$ cat config.mk
export PLATFORM = sky130hd
export DESIGN_NAME = dawd_host_flat
export DESIGN_NICKNAME = d
export VERILOG_FILES = /design/src/logic/dawd_pkg.sv /design/src/logic/dawd_link_if.sv /design/src/logic/dawd_host.sv /design/src/flat_wrapper.sv
export SDC_FILE = /design/constraint.sdc
export NUM_CORES = 1
export LEC_CHECK = 0
export BUFFER_PORTS_ARGS = -buffer_cell sky130_fd_sc_hd__buf_2
export CAP_MARGIN = 20
export CELL_PAD_IN_SITES_DETAIL_PLACEMENT = 1
export CELL_PAD_IN_SITES_GLOBAL_PLACEMENT = 1
export CORE_UTILIZATION = 40
export DETAILED_ROUTE_END_ITERATION = 6
export PLACE_DENSITY = 0.81
export SYNTH_ARGS = -nofsm -noshare
export SYNTH_HDL_FRONTEND = slang
export SYNTH_SLANG_ARGS = --single-unit
$ cat constraint.sdc
create_clock -name ref_clk_in -period 6 [get_ports ref_clk_in]
set_input_delay 1.2 -clock ref_clk_in [delete_from_list [all_inputs] [get_ports ref_clk_in]]
set_output_delay 1.2 -clock ref_clk_in [all_outputs]
set_load 0.05 [all_outputs]
$ cat src/logic/dawd_pkg.sv
// Shared constants for the two-channel output word decoder and its controller.
package dawd_pkg;

   // ------------------------------------------------------------
   // Output word layout
   // ------------------------------------------------------------
   localparam int WORD_W       = 16;
   localparam int CODE_W       = 12;
   localparam int MAG_W        = 11;
   localparam int HELD_W       = CODE_W + 1;
   localparam int NUM_CHANNELS = 2;
   localparam int SEL1_BIT     = 12;
   localparam int SEL2_BIT     = 13;
   localparam int SPARE_BIT    = 14;
   localparam int SIGN_BIT     = 15;
   localparam logic [CODE_W-1:0] CODE_MAX     = 12'hfff;
   localparam logic [CODE_W-1:0] CODE_MID     = 12'h800;
   localparam logic [CODE_W-1:0] SIGNED_MAX   = 12'h7ff;
   localparam logic [WORD_W-1:0] SIGN_OR_MASK = 16'h8000;

   // ------------------------------------------------------------
   // Controller register map (APB, byte addresses)
   // ------------------------------------------------------------
   localparam int ADDR_W = 8;
   localparam int DATA_W = 32;
   localparam logic [ADDR_W-1:0] CTRL_OFS   = 8'h00;
   localparam logic [ADDR_W-1:0] CH1_OFS    = 8'h04;
   localparam logic [ADDR_W-1:0] CH2_OFS    = 8'h08;
   localparam logic [ADDR_W-1:0] STATUS_OFS = 8'h0c;
   localparam int CTRL_EN_BIT     = 0;
   localparam int CTRL_PTR_BIT    = 1;
   localparam int CTRL_REMOTE_BIT = 2;
   localparam int CTRL_BCD_BIT    = 3;
   localparam int CTRL_FMT_LSB    = 4;
   localparam int CTRL_W          = 6;
   localparam logic [CTRL_W-1:0] CTRL_RESET = 6'h00;
   localparam int CHV_NEG_BIT     = 16;
   localparam int CHV_W           = 17;
   localparam int STAT_BUSY_BIT   = 16;
   localparam int SCAN_CNT_W      = 16;

   // ------------------------------------------------------------
   // Scan timing
   // ------------------------------------------------------------
   localparam int CLK_MHZ        = 25;
   localparam int SCAN_PERIOD_US = 1000;
   localparam int SCAN_CYCLES    = SCAN_PERIOD_US * CLK_MHZ;

   typedef enum logic [2:0] {
      DAWD_IDLE, DAWD_START, DAWD_WORD1, DAWD_WORD2, DAWD_END
   } dawd_state_t;

endpackage

$ cat src/logic/dawd_link_if.sv
// Scan-synchronous output image link between controller and decoder.
`timescale 1ns/1ns
`default_nettype none

interface dawd_link_if
   import dawd_pkg::*;
(
   input wire logic clk
);
   logic              scan_start;
   logic              word_valid;
   logic [WORD_W-1:0] word;
   logic              scan_end;

   modport ctrl (
      input  clk,
      output scan_start,
      output word_valid,
      output word,
      output scan_end
   );

   modport dev (
      input clk,
      input scan_start,
      input word_valid,
      input word,
      input scan_end
   );
endinterface

`default_nettype wire

$ cat src/logic/dawd_host.sv
// Controller end: APB registers and the per-scan output word writer.
//
// Chosen here: the register offsets and register access over APB.
`timescale 1ns/1ns
`default_nettype none

module dawd_host
   import dawd_pkg::*;
#(
   parameter int SCAN_CYC = SCAN_CYCLES
)(
   input  wire logic              ref_clk_in,
   input  wire logic              resetn_in,
   input  wire logic              psel_in,
   input  wire logic              penable_in,
   input  wire logic              pwrite_in,
   input  wire logic [ADDR_W-1:0] paddr_in,
   input  wire logic [DATA_W-1:0] pwdata_in,
   output logic      [DATA_W-1:0] prdata_out,
   output logic                   pready_out,
   output logic                   pslverr_out,
   dawd_link_if.ctrl              link
);
   if (SCAN_CYC < 8) begin : g_chk
      $error("dawd_host: scan period too short for one scan");
   end

   // ------------------------------------------------------------
   // Conversion helpers
   // ------------------------------------------------------------
   function automatic logic [13:0] bcd_to_bin(input logic [15:0] b);
      logic [13:0] r;
      r = 14'(b[15:12]) * 14'd1000 + 14'(b[11:8]) * 14'd100
        + 14'(b[7:4]) * 14'd10 + 14'(b[3:0]);
      return r;
   endfunction

   // Magnitudes are clamped so the word never wraps at the decoder.
   function automatic logic [WORD_W-1:0] make_word(
      input logic [CHV_W-1:0] v, input logic bcd, input logic sgn,
      input logic [1:0]       sel_n);
      logic [13:0]       m;
      logic [CODE_W-1:0] c;
      m = bcd ? bcd_to_bin(v[15:0]) : v[13:0];
      if (sgn) begin
         c = (m > 14'(SIGNED_MAX)) ? SIGNED_MAX : m[CODE_W-1:0];
      end else begin
         c = (m > 14'(CODE_MAX)) ? CODE_MAX : m[CODE_W-1:0];
      end
      return {(sgn & v[CHV_NEG_BIT]), 1'b0, sel_n, c};
   endfunction

   // ------------------------------------------------------------
   // APB slave
   // ------------------------------------------------------------
   logic [CTRL_W-1:0] ctrl_q;
   logic [CHV_W-1:0]  ch1_q;
   logic [CHV_W-1:0]  ch2_q;
   logic [DATA_W-1:0] prdata_q;
   logic              pready_q;
   logic              pslverr_q;
   logic [SCAN_CNT_W-1:0] scan_cnt_q;
   logic              busy;
   logic              setup;
   logic              wr_done;
   logic              hit;
   logic [DATA_W-1:0] rd_mux;

   assign setup   = psel_in & ~penable_in;
   assign wr_done = psel_in & penable_in & pready_q & pwrite_in;
   assign hit     = (paddr_in == CTRL_OFS) | (paddr_in == CH1_OFS)
                  | (paddr_in == CH2_OFS)  | (paddr_in == STATUS_OFS);
   assign rd_mux  = (paddr_in == CTRL_OFS) ? DATA_W'(ctrl_q)
                  : (paddr_in == CH1_OFS)  ? DATA_W'(ch1_q)
                  : (paddr_in == CH2_OFS)  ? DATA_W'(ch2_q)
                  : (paddr_in == STATUS_OFS)
                    ? DATA_W'({busy, scan_cnt_q}) : '0;

   always_ff @(posedge ref_clk_in) begin
      if (!resetn_in) begin
         pready_q  <= 1'b0;
         pslverr_q <= 1'b0;
         prdata_q  <= '0;
      end else begin
         pready_q  <= setup;
         pslverr_q <= setup & ~hit;
         prdata_q  <= (setup & ~pwrite_in) ? rd_mux : '0;
      end
   end

   always_ff @(posedge ref_clk_in) begin
      if (!resetn_in) begin
         ctrl_q <= CTRL_RESET;
         ch1_q  <= '0;
         ch2_q  <= '0;
      end else if (wr_done) begin
         if (paddr_in == CTRL_OFS) ctrl_q <= pwdata_in[CTRL_W-1:0];
         if (paddr_in == CH1_OFS)  ch1_q  <= pwdata_in[CHV_W-1:0];
         if (paddr_in == CH2_OFS)  ch2_q  <= pwdata_in[CHV_W-1:0];
      end
   end

   assign prdata_out  = prdata_q;
   assign pready_out  = pready_q;
   assign pslverr_out = pslverr_q;

   // ------------------------------------------------------------
   // Scan sequencer
   // ------------------------------------------------------------
   dawd_state_t       state_q;
   logic [31:0]       timer_q;
   logic              alt_q;
   logic              both;
   logic [1:0]        sel1_n;
   logic [WORD_W-1:0] w1;
   logic [WORD_W-1:0] w2;
   logic              start_q;
   logic              valid_q;
   logic              end_q;
   logic [WORD_W-1:0] word_q;

   // Remote placement cannot use the pointer method at all.
   assign both   = ctrl_q[CTRL_PTR_BIT] & ~ctrl_q[CTRL_REMOTE_BIT];
   assign sel1_n = (both | ~alt_q) ? 2'b10 : 2'b01;
   assign w1 = make_word(sel1_n[0] ? ch2_q : ch1_q, ctrl_q[CTRL_BCD_BIT],
                         ~ctrl_q[CTRL_FMT_LSB + (sel1_n[0] ? 1 : 0)], sel1_n);
   assign w2 = make_word(ch2_q, ctrl_q[CTRL_BCD_BIT],
                         ~ctrl_q[CTRL_FMT_LSB + 1], 2'b01);
   assign busy = (state_q != DAWD_IDLE);

   always_ff @(posedge ref_clk_in) begin
      if (!resetn_in) begin
         state_q    <= DAWD_IDLE;
         timer_q    <= '0;
         alt_q      <= 1'b0;
         scan_cnt_q <= '0;
         start_q    <= 1'b0;
         valid_q    <= 1'b0;
         end_q      <= 1'b0;
         word_q     <= '0;
      end else begin
         start_q <= 1'b0;
         valid_q <= 1'b0;
         end_q   <= 1'b0;
         unique case (state_q)
            DAWD_IDLE: begin
               if (timer_q >= 32'(SCAN_CYC - 1)) begin
                  timer_q <= '0;
                  if (ctrl_q[CTRL_EN_BIT]) begin
                     state_q <= DAWD_START;
                     start_q <= 1'b1;
                  end
               end else begin
                  timer_q <= timer_q + 32'd1;
               end
            end
            DAWD_START: begin
               state_q <= both ? DAWD_WORD2 : DAWD_END;
               valid_q <= 1'b1;
               word_q  <= w1;
            end
            DAWD_WORD2: begin
               state_q <= DAWD_END;
               valid_q <= 1'b1;
               word_q  <= w2;
            end
            DAWD_END: begin
               state_q    <= DAWD_IDLE;
               end_q      <= 1'b1;
               alt_q      <= ~alt_q;
               scan_cnt_q <= scan_cnt_q + SCAN_CNT_W'(1);
            end
            default: state_q <= DAWD_IDLE;
         endcase
      end
   end

   assign link.scan_start = start_q;
   assign link.word_valid = valid_q;
   assign link.word       = word_q;
   assign link.scan_end   = end_q;

endmodule

`default_nettype wire

$ cat src/flat_wrapper.sv
// flat-port wrapper written by rule: the top's interface ports become plain ports
module dawd_host_flat import dawd_pkg::*;
#(
   parameter int SCAN_CYC = SCAN_CYCLES
)
  (ref_clk_in, resetn_in, psel_in, penable_in, pwrite_in, paddr_in, pwdata_in, prdata_out, pready_out, pslverr_out, clk, link_scan_start, link_word_valid, link_word, link_scan_end);
  dawd_link_if link_i (.clk(clk));
  input  wire logic ref_clk_in;
  input  wire logic resetn_in;
  input  wire logic psel_in;
  input  wire logic penable_in;
  input  wire logic pwrite_in;
  input  wire logic [ADDR_W-1:0] paddr_in;
  input  wire logic [DATA_W-1:0] pwdata_in;
  output logic      [DATA_W-1:0] prdata_out;
  output logic pready_out;
  output logic pslverr_out;
  input wire logic clk;
  output wire logic [$bits(link_i.scan_start)-1:0] link_scan_start;
  output wire logic [$bits(link_i.word_valid)-1:0] link_word_valid;
  output wire logic [$bits(link_i.word)-1:0] link_word;
  output wire logic [$bits(link_i.scan_end)-1:0] link_scan_end;
  assign link_scan_start = link_i.scan_start;
  assign link_word_valid = link_i.word_valid;
  assign link_word = link_i.word;
  assign link_scan_end = link_i.scan_end;
  dawd_host #(.SCAN_CYC(SCAN_CYC)) u_core (.ref_clk_in(ref_clk_in), .resetn_in(resetn_in), .psel_in(psel_in), .penable_in(penable_in), .pwrite_in(pwrite_in), .paddr_in(paddr_in), .pwdata_in(pwdata_in), .prdata_out(prdata_out), .pready_out(pready_out), .pslverr_out(pslverr_out), .link(link_i));
endmodule
==> flow_summary_export.csv <==
group,metric,value,unit
power_and_ir_drop,irDropWorstVdd,0.209,mV
synth,synth.largest_area_cell,"dfxtp_1",
setup_path,start_kind,"register",
drt,wl,28.3,mm
cts,cts.htree.levels,4,
setup_path,crit_required,6.38,ns
drt,routed_via_density,5.53,
finish,syn_to_final_growth,14.3,%
timing,worstMarginPinSlew,0.969,ns
synth,synth_top_area_share,27.7,%
drt,drt_iter0_drc,462,
synth,synthAdderAreaFrac,21.0,%
setup_path,cp_max_fo,5,
floorplan,fp.dieH,155,µm
grt,antenna_found_initial,0,
timing,hold_violations,0,
floorplan,core,22800,µm²
finish,diodes,0,
power_and_ir_drop,p_sw_share,25.2,%
setup_path,reg2reg_depth,25,
synth,synth_edf_count,0,
placement,portBuffers,66,
cts,root_buffer,"clkbuf_16",
cts,cts.sinks,129,
power_and_ir_drop,p_leak,5.08,nW
finish,postLayoutCoreUtil,46.8,%
grt,track_usage,24.5,%
grt,grt_max_degree,80,
drt,ant_nets,0,
hold_path,hold_path_class,"reg -> reg",
synth,synth_area_leaders,"dfxtp_1 28%, ha_1 14%, fa_1 7.3%",
cts,cts_inserted_buffers,17,
finish,drive_gt1_share,16.0,%
synth,syn_area,9340,µm²
synth,synth_top_family_by_area,"adder cells",
power_and_ir_drop,intPower,1.47,mW
finish,nets,1330,
cts,clk_latency,0.43,ns
cts,cts_buffer_depth,2,
timing,clock_skew,0.00747,ns
drt,first_pass_iters,5,
synth,synthArstFlopShare,0,%
setup_path,crit_type,"reg -> reg",
synth,synth_xor_area_share,5.63,%
power_and_ir_drop,p_sw,495,µW
power_and_ir_drop,pwr-share-clk,52.4,%
power_and_ir_drop,seqPwrFrac,43.8,%
status,status,"complete, no violations",
floorplan,start_util,41.0,%
hold_path,hp-start,"u_core.link.word[5]$_SDFFE_PN0P_",
synth,synth_most_common_cell,"dfxtp_1",
setup_path,crit_path_end_kind,"register",
timing,fmax,172,MHz
setup_path,crit_start,"u_core.ctrl_q[2]$_SDFFE_PN0P_",
synth,syn_inst,1080,
synth,syn_area_per_cell,8.65,µm²
hold_path,hold_path_depth,1,
drt,routedWlPerCell,19.2,µm
grt,grt_pass1_wl,45.8,mm
timing,post-route-period-util,96.8,%
synth,synth_ff_type,"dfxtp_1",
grt,globalRouteOverflowTotal,0,
cts,clkSlewWorstSetupHoldPaths,0.06,ns
synth,synth-seq-cells,129,
drt,vias,8149,
finish,n_fill_cell,2701,
grt,grt_pass1_vias,8447,
synth,netlist-cell-type-count,70,
timing,setup_viol,0,
drt,post-route-drc-count,0,
power_and_ir_drop,p_total,1.97,mW
timing,slew_violations,0,
timing,min_period,5.81,ns
power_and_ir_drop,p_per_area,184,nW/µm²
synth,synth_common_cells,"129 x dfxtp_1, 128 x nand2_1, 102 x ha_1, 81 x nor2_1, 70 x inv_1",
synth,synth_compound_area_share,16.5,%
floorplan,io_pins,99,
floorplan,fp.dieArea,24000,µm²
power_and_ir_drop,power.share.combinational,3.8,%
synth,yosysWarnings,0,
setup_path,rr_startpoint,"u_core.ctrl_q[2]$_SDFFE_PN0P_",
synth,muxShareOfSynthArea,4.68,%
setup_path,crit_arrival,6.18,ns
cts,hold_buffers,0,
synth,synth.yosys.seq_area_share,27.7,%
cts,cts_tree,"built",
floorplan,die_w,155,µm
placement,gp_congestion,0.893,
timing,maxSlewHeadroom,35.3,%
job,maxCapViolCount,0,
placement,hpwl,21.6,mm
floorplan,rows,55,
synth,synth-simple-area-share,17.8,%
final cells by class:
class	count	area, µm²	share of cell area (%)
repair buffers	96	567	5.31
clock inverters	14	144	1.35
flip-flops and latches	129	2580	24.2
well taps	313	392	3.67
clock buffers	18	439	4.12
multi-input cells	834	6280	58.9
inverters	70	263	2.46
state kept, by name (all words and copies together), names as in the netlist:
name and cells:
u_core.state_q 3, u_core.prdata_out 17, u_core.link.word_valid 1, u_core.link.word 15, u_core.ch2_q 17, u_core.link.scan_start 1
u_core.scan_cnt_q 16, u_core.ch1_q 17, u_core.alt_q 1, u_core.pslverr_out 1, u_core.link.scan_end 1, u_core.timer_q 32
u_core.ctrl_q 6, u_core.pready_out 1
metrics by stage:
step / hold WS, ns / TNS, ns / instances / cell area, µm² / setup WS (ns)
after global placement: 0.460 / 0 / 1440 / 9960 / 0.0587
after detailed placement: 0.468 / -0.194 / 1441 / 9980 / -0.103
after floorplan: 0.429 / 0 / 1095 / 9400 / 0.0800
after CTS: 0.482 / 0 / 1473 / 10600 / 0.000950
final: 0.480 / 0 / 1474 / 10700 / 0.193
after global routing: 0.520 / -0.0209 / 1474 / 10700 / -0.0101
path summary, 6_finish.rpt:
kind | slack [ns] | to
max | 0.19 | u_core.link.word[5]$_SDFFE_PN0P_
min | 0.48 | u_core.link.word[5]$_SDFFE_PN0P_
max reg2reg | 0.19 | u_core.link.word[5]$_SDFFE_PN0P_
min reg2reg | 0.48 | u_core.link.word[5]$_SDFFE_PN0P_
logic make-up after synthesis:
| logic type | Yosys count |
|---|---|
| flops | 129 |
| mux | 42 |
| simple gates | 346 |
| xor+xnor | 60 |
| fa+ha+maj | 136 |
| compound gates | 234 |
| buf+inv | 132 |
| other cells | 1 |
critical path: stages (launching register included):
cell      delay (ns)
dfxtp_2         0.35
nand2b_4        0.16
buf_4           0.15
nand2_2         0.09
nand2_1         0.08
o21ai_1         0.08
buf_4           0.16
fa_1            0.55
inv_2           0.07
fa_1            0.53
inv_1           0.04
ha_1            0.31
a21o_1          0.18
a21oi_2         0.17
xor2_1          0.20
ha_1            0.26
ha_1            0.33
ha_4            0.29
nand4_1         0.13
or4_4           0.56
a211o_1         0.28
o211ai_2        0.09
nor3_1          0.09
and2_4          0.19
a221oi_2        0.26
a31o_2          0.14
power by group through the flow:
stage	registers, mW	clock network (mW)	logic, mW
after floorplan	0.881	0	0.0561
after global placement	0.880	0	0.0716
after detailed placement	0.880	0	0.0738
after CTS	0.861	1.04	0.0741
after global routing	0.861	1.07	0.0795
final	0.861	1.03	0.0751
repair_timing:
| item | 4_1_cts | 5_1_grt |
|---|---|---|
| pin swaps | 0 | 12 |
| endpoints found under the setup margin | 3 | 11 |
| buffers inserted | 0 | 1 |
| cloned | 0 | 0 |
| hold endpoints to repair | 0 | 0 |
| resized for setup | 7 | 21 |
metal layers:
metal | track usage (%) | up-vias | wire (µm)
li1 | - | 3845 | -
met1 | 31.4 | 4046 | 12400
met2 | 41.3 | 195 | 13700
met3 | 3.08 | 63 | 1020
met4 | 11.0 | 0 | 1170
met5 | 0 | - | 0
placed cells by master (no fill, tap or decap), types with 11 or more instances in the layout:
cell	synthesis	routed
conb_1	1	16
mux2i_1	29	28
nor2_1	81	80
nand2_1	128	127
clkbuf_16	0	17
and2_1	20	20
inv_1	70	68
mux2_2	13	13
fa_1	34	34
and3_1	16	15
buf_4	17	28
a21boi_0	41	38
buf_2	5	66
a211oi_1	11	11
o21ai_0	54	50
xnor2_1	33	33
nand3_1	23	23
dfxtp_1	129	127
a21oi_1	53	52
xor2_1	27	27
ha_1	102	99
nor2b_1	15	15
No activity file was read; power rests on OpenSTA's default activity.
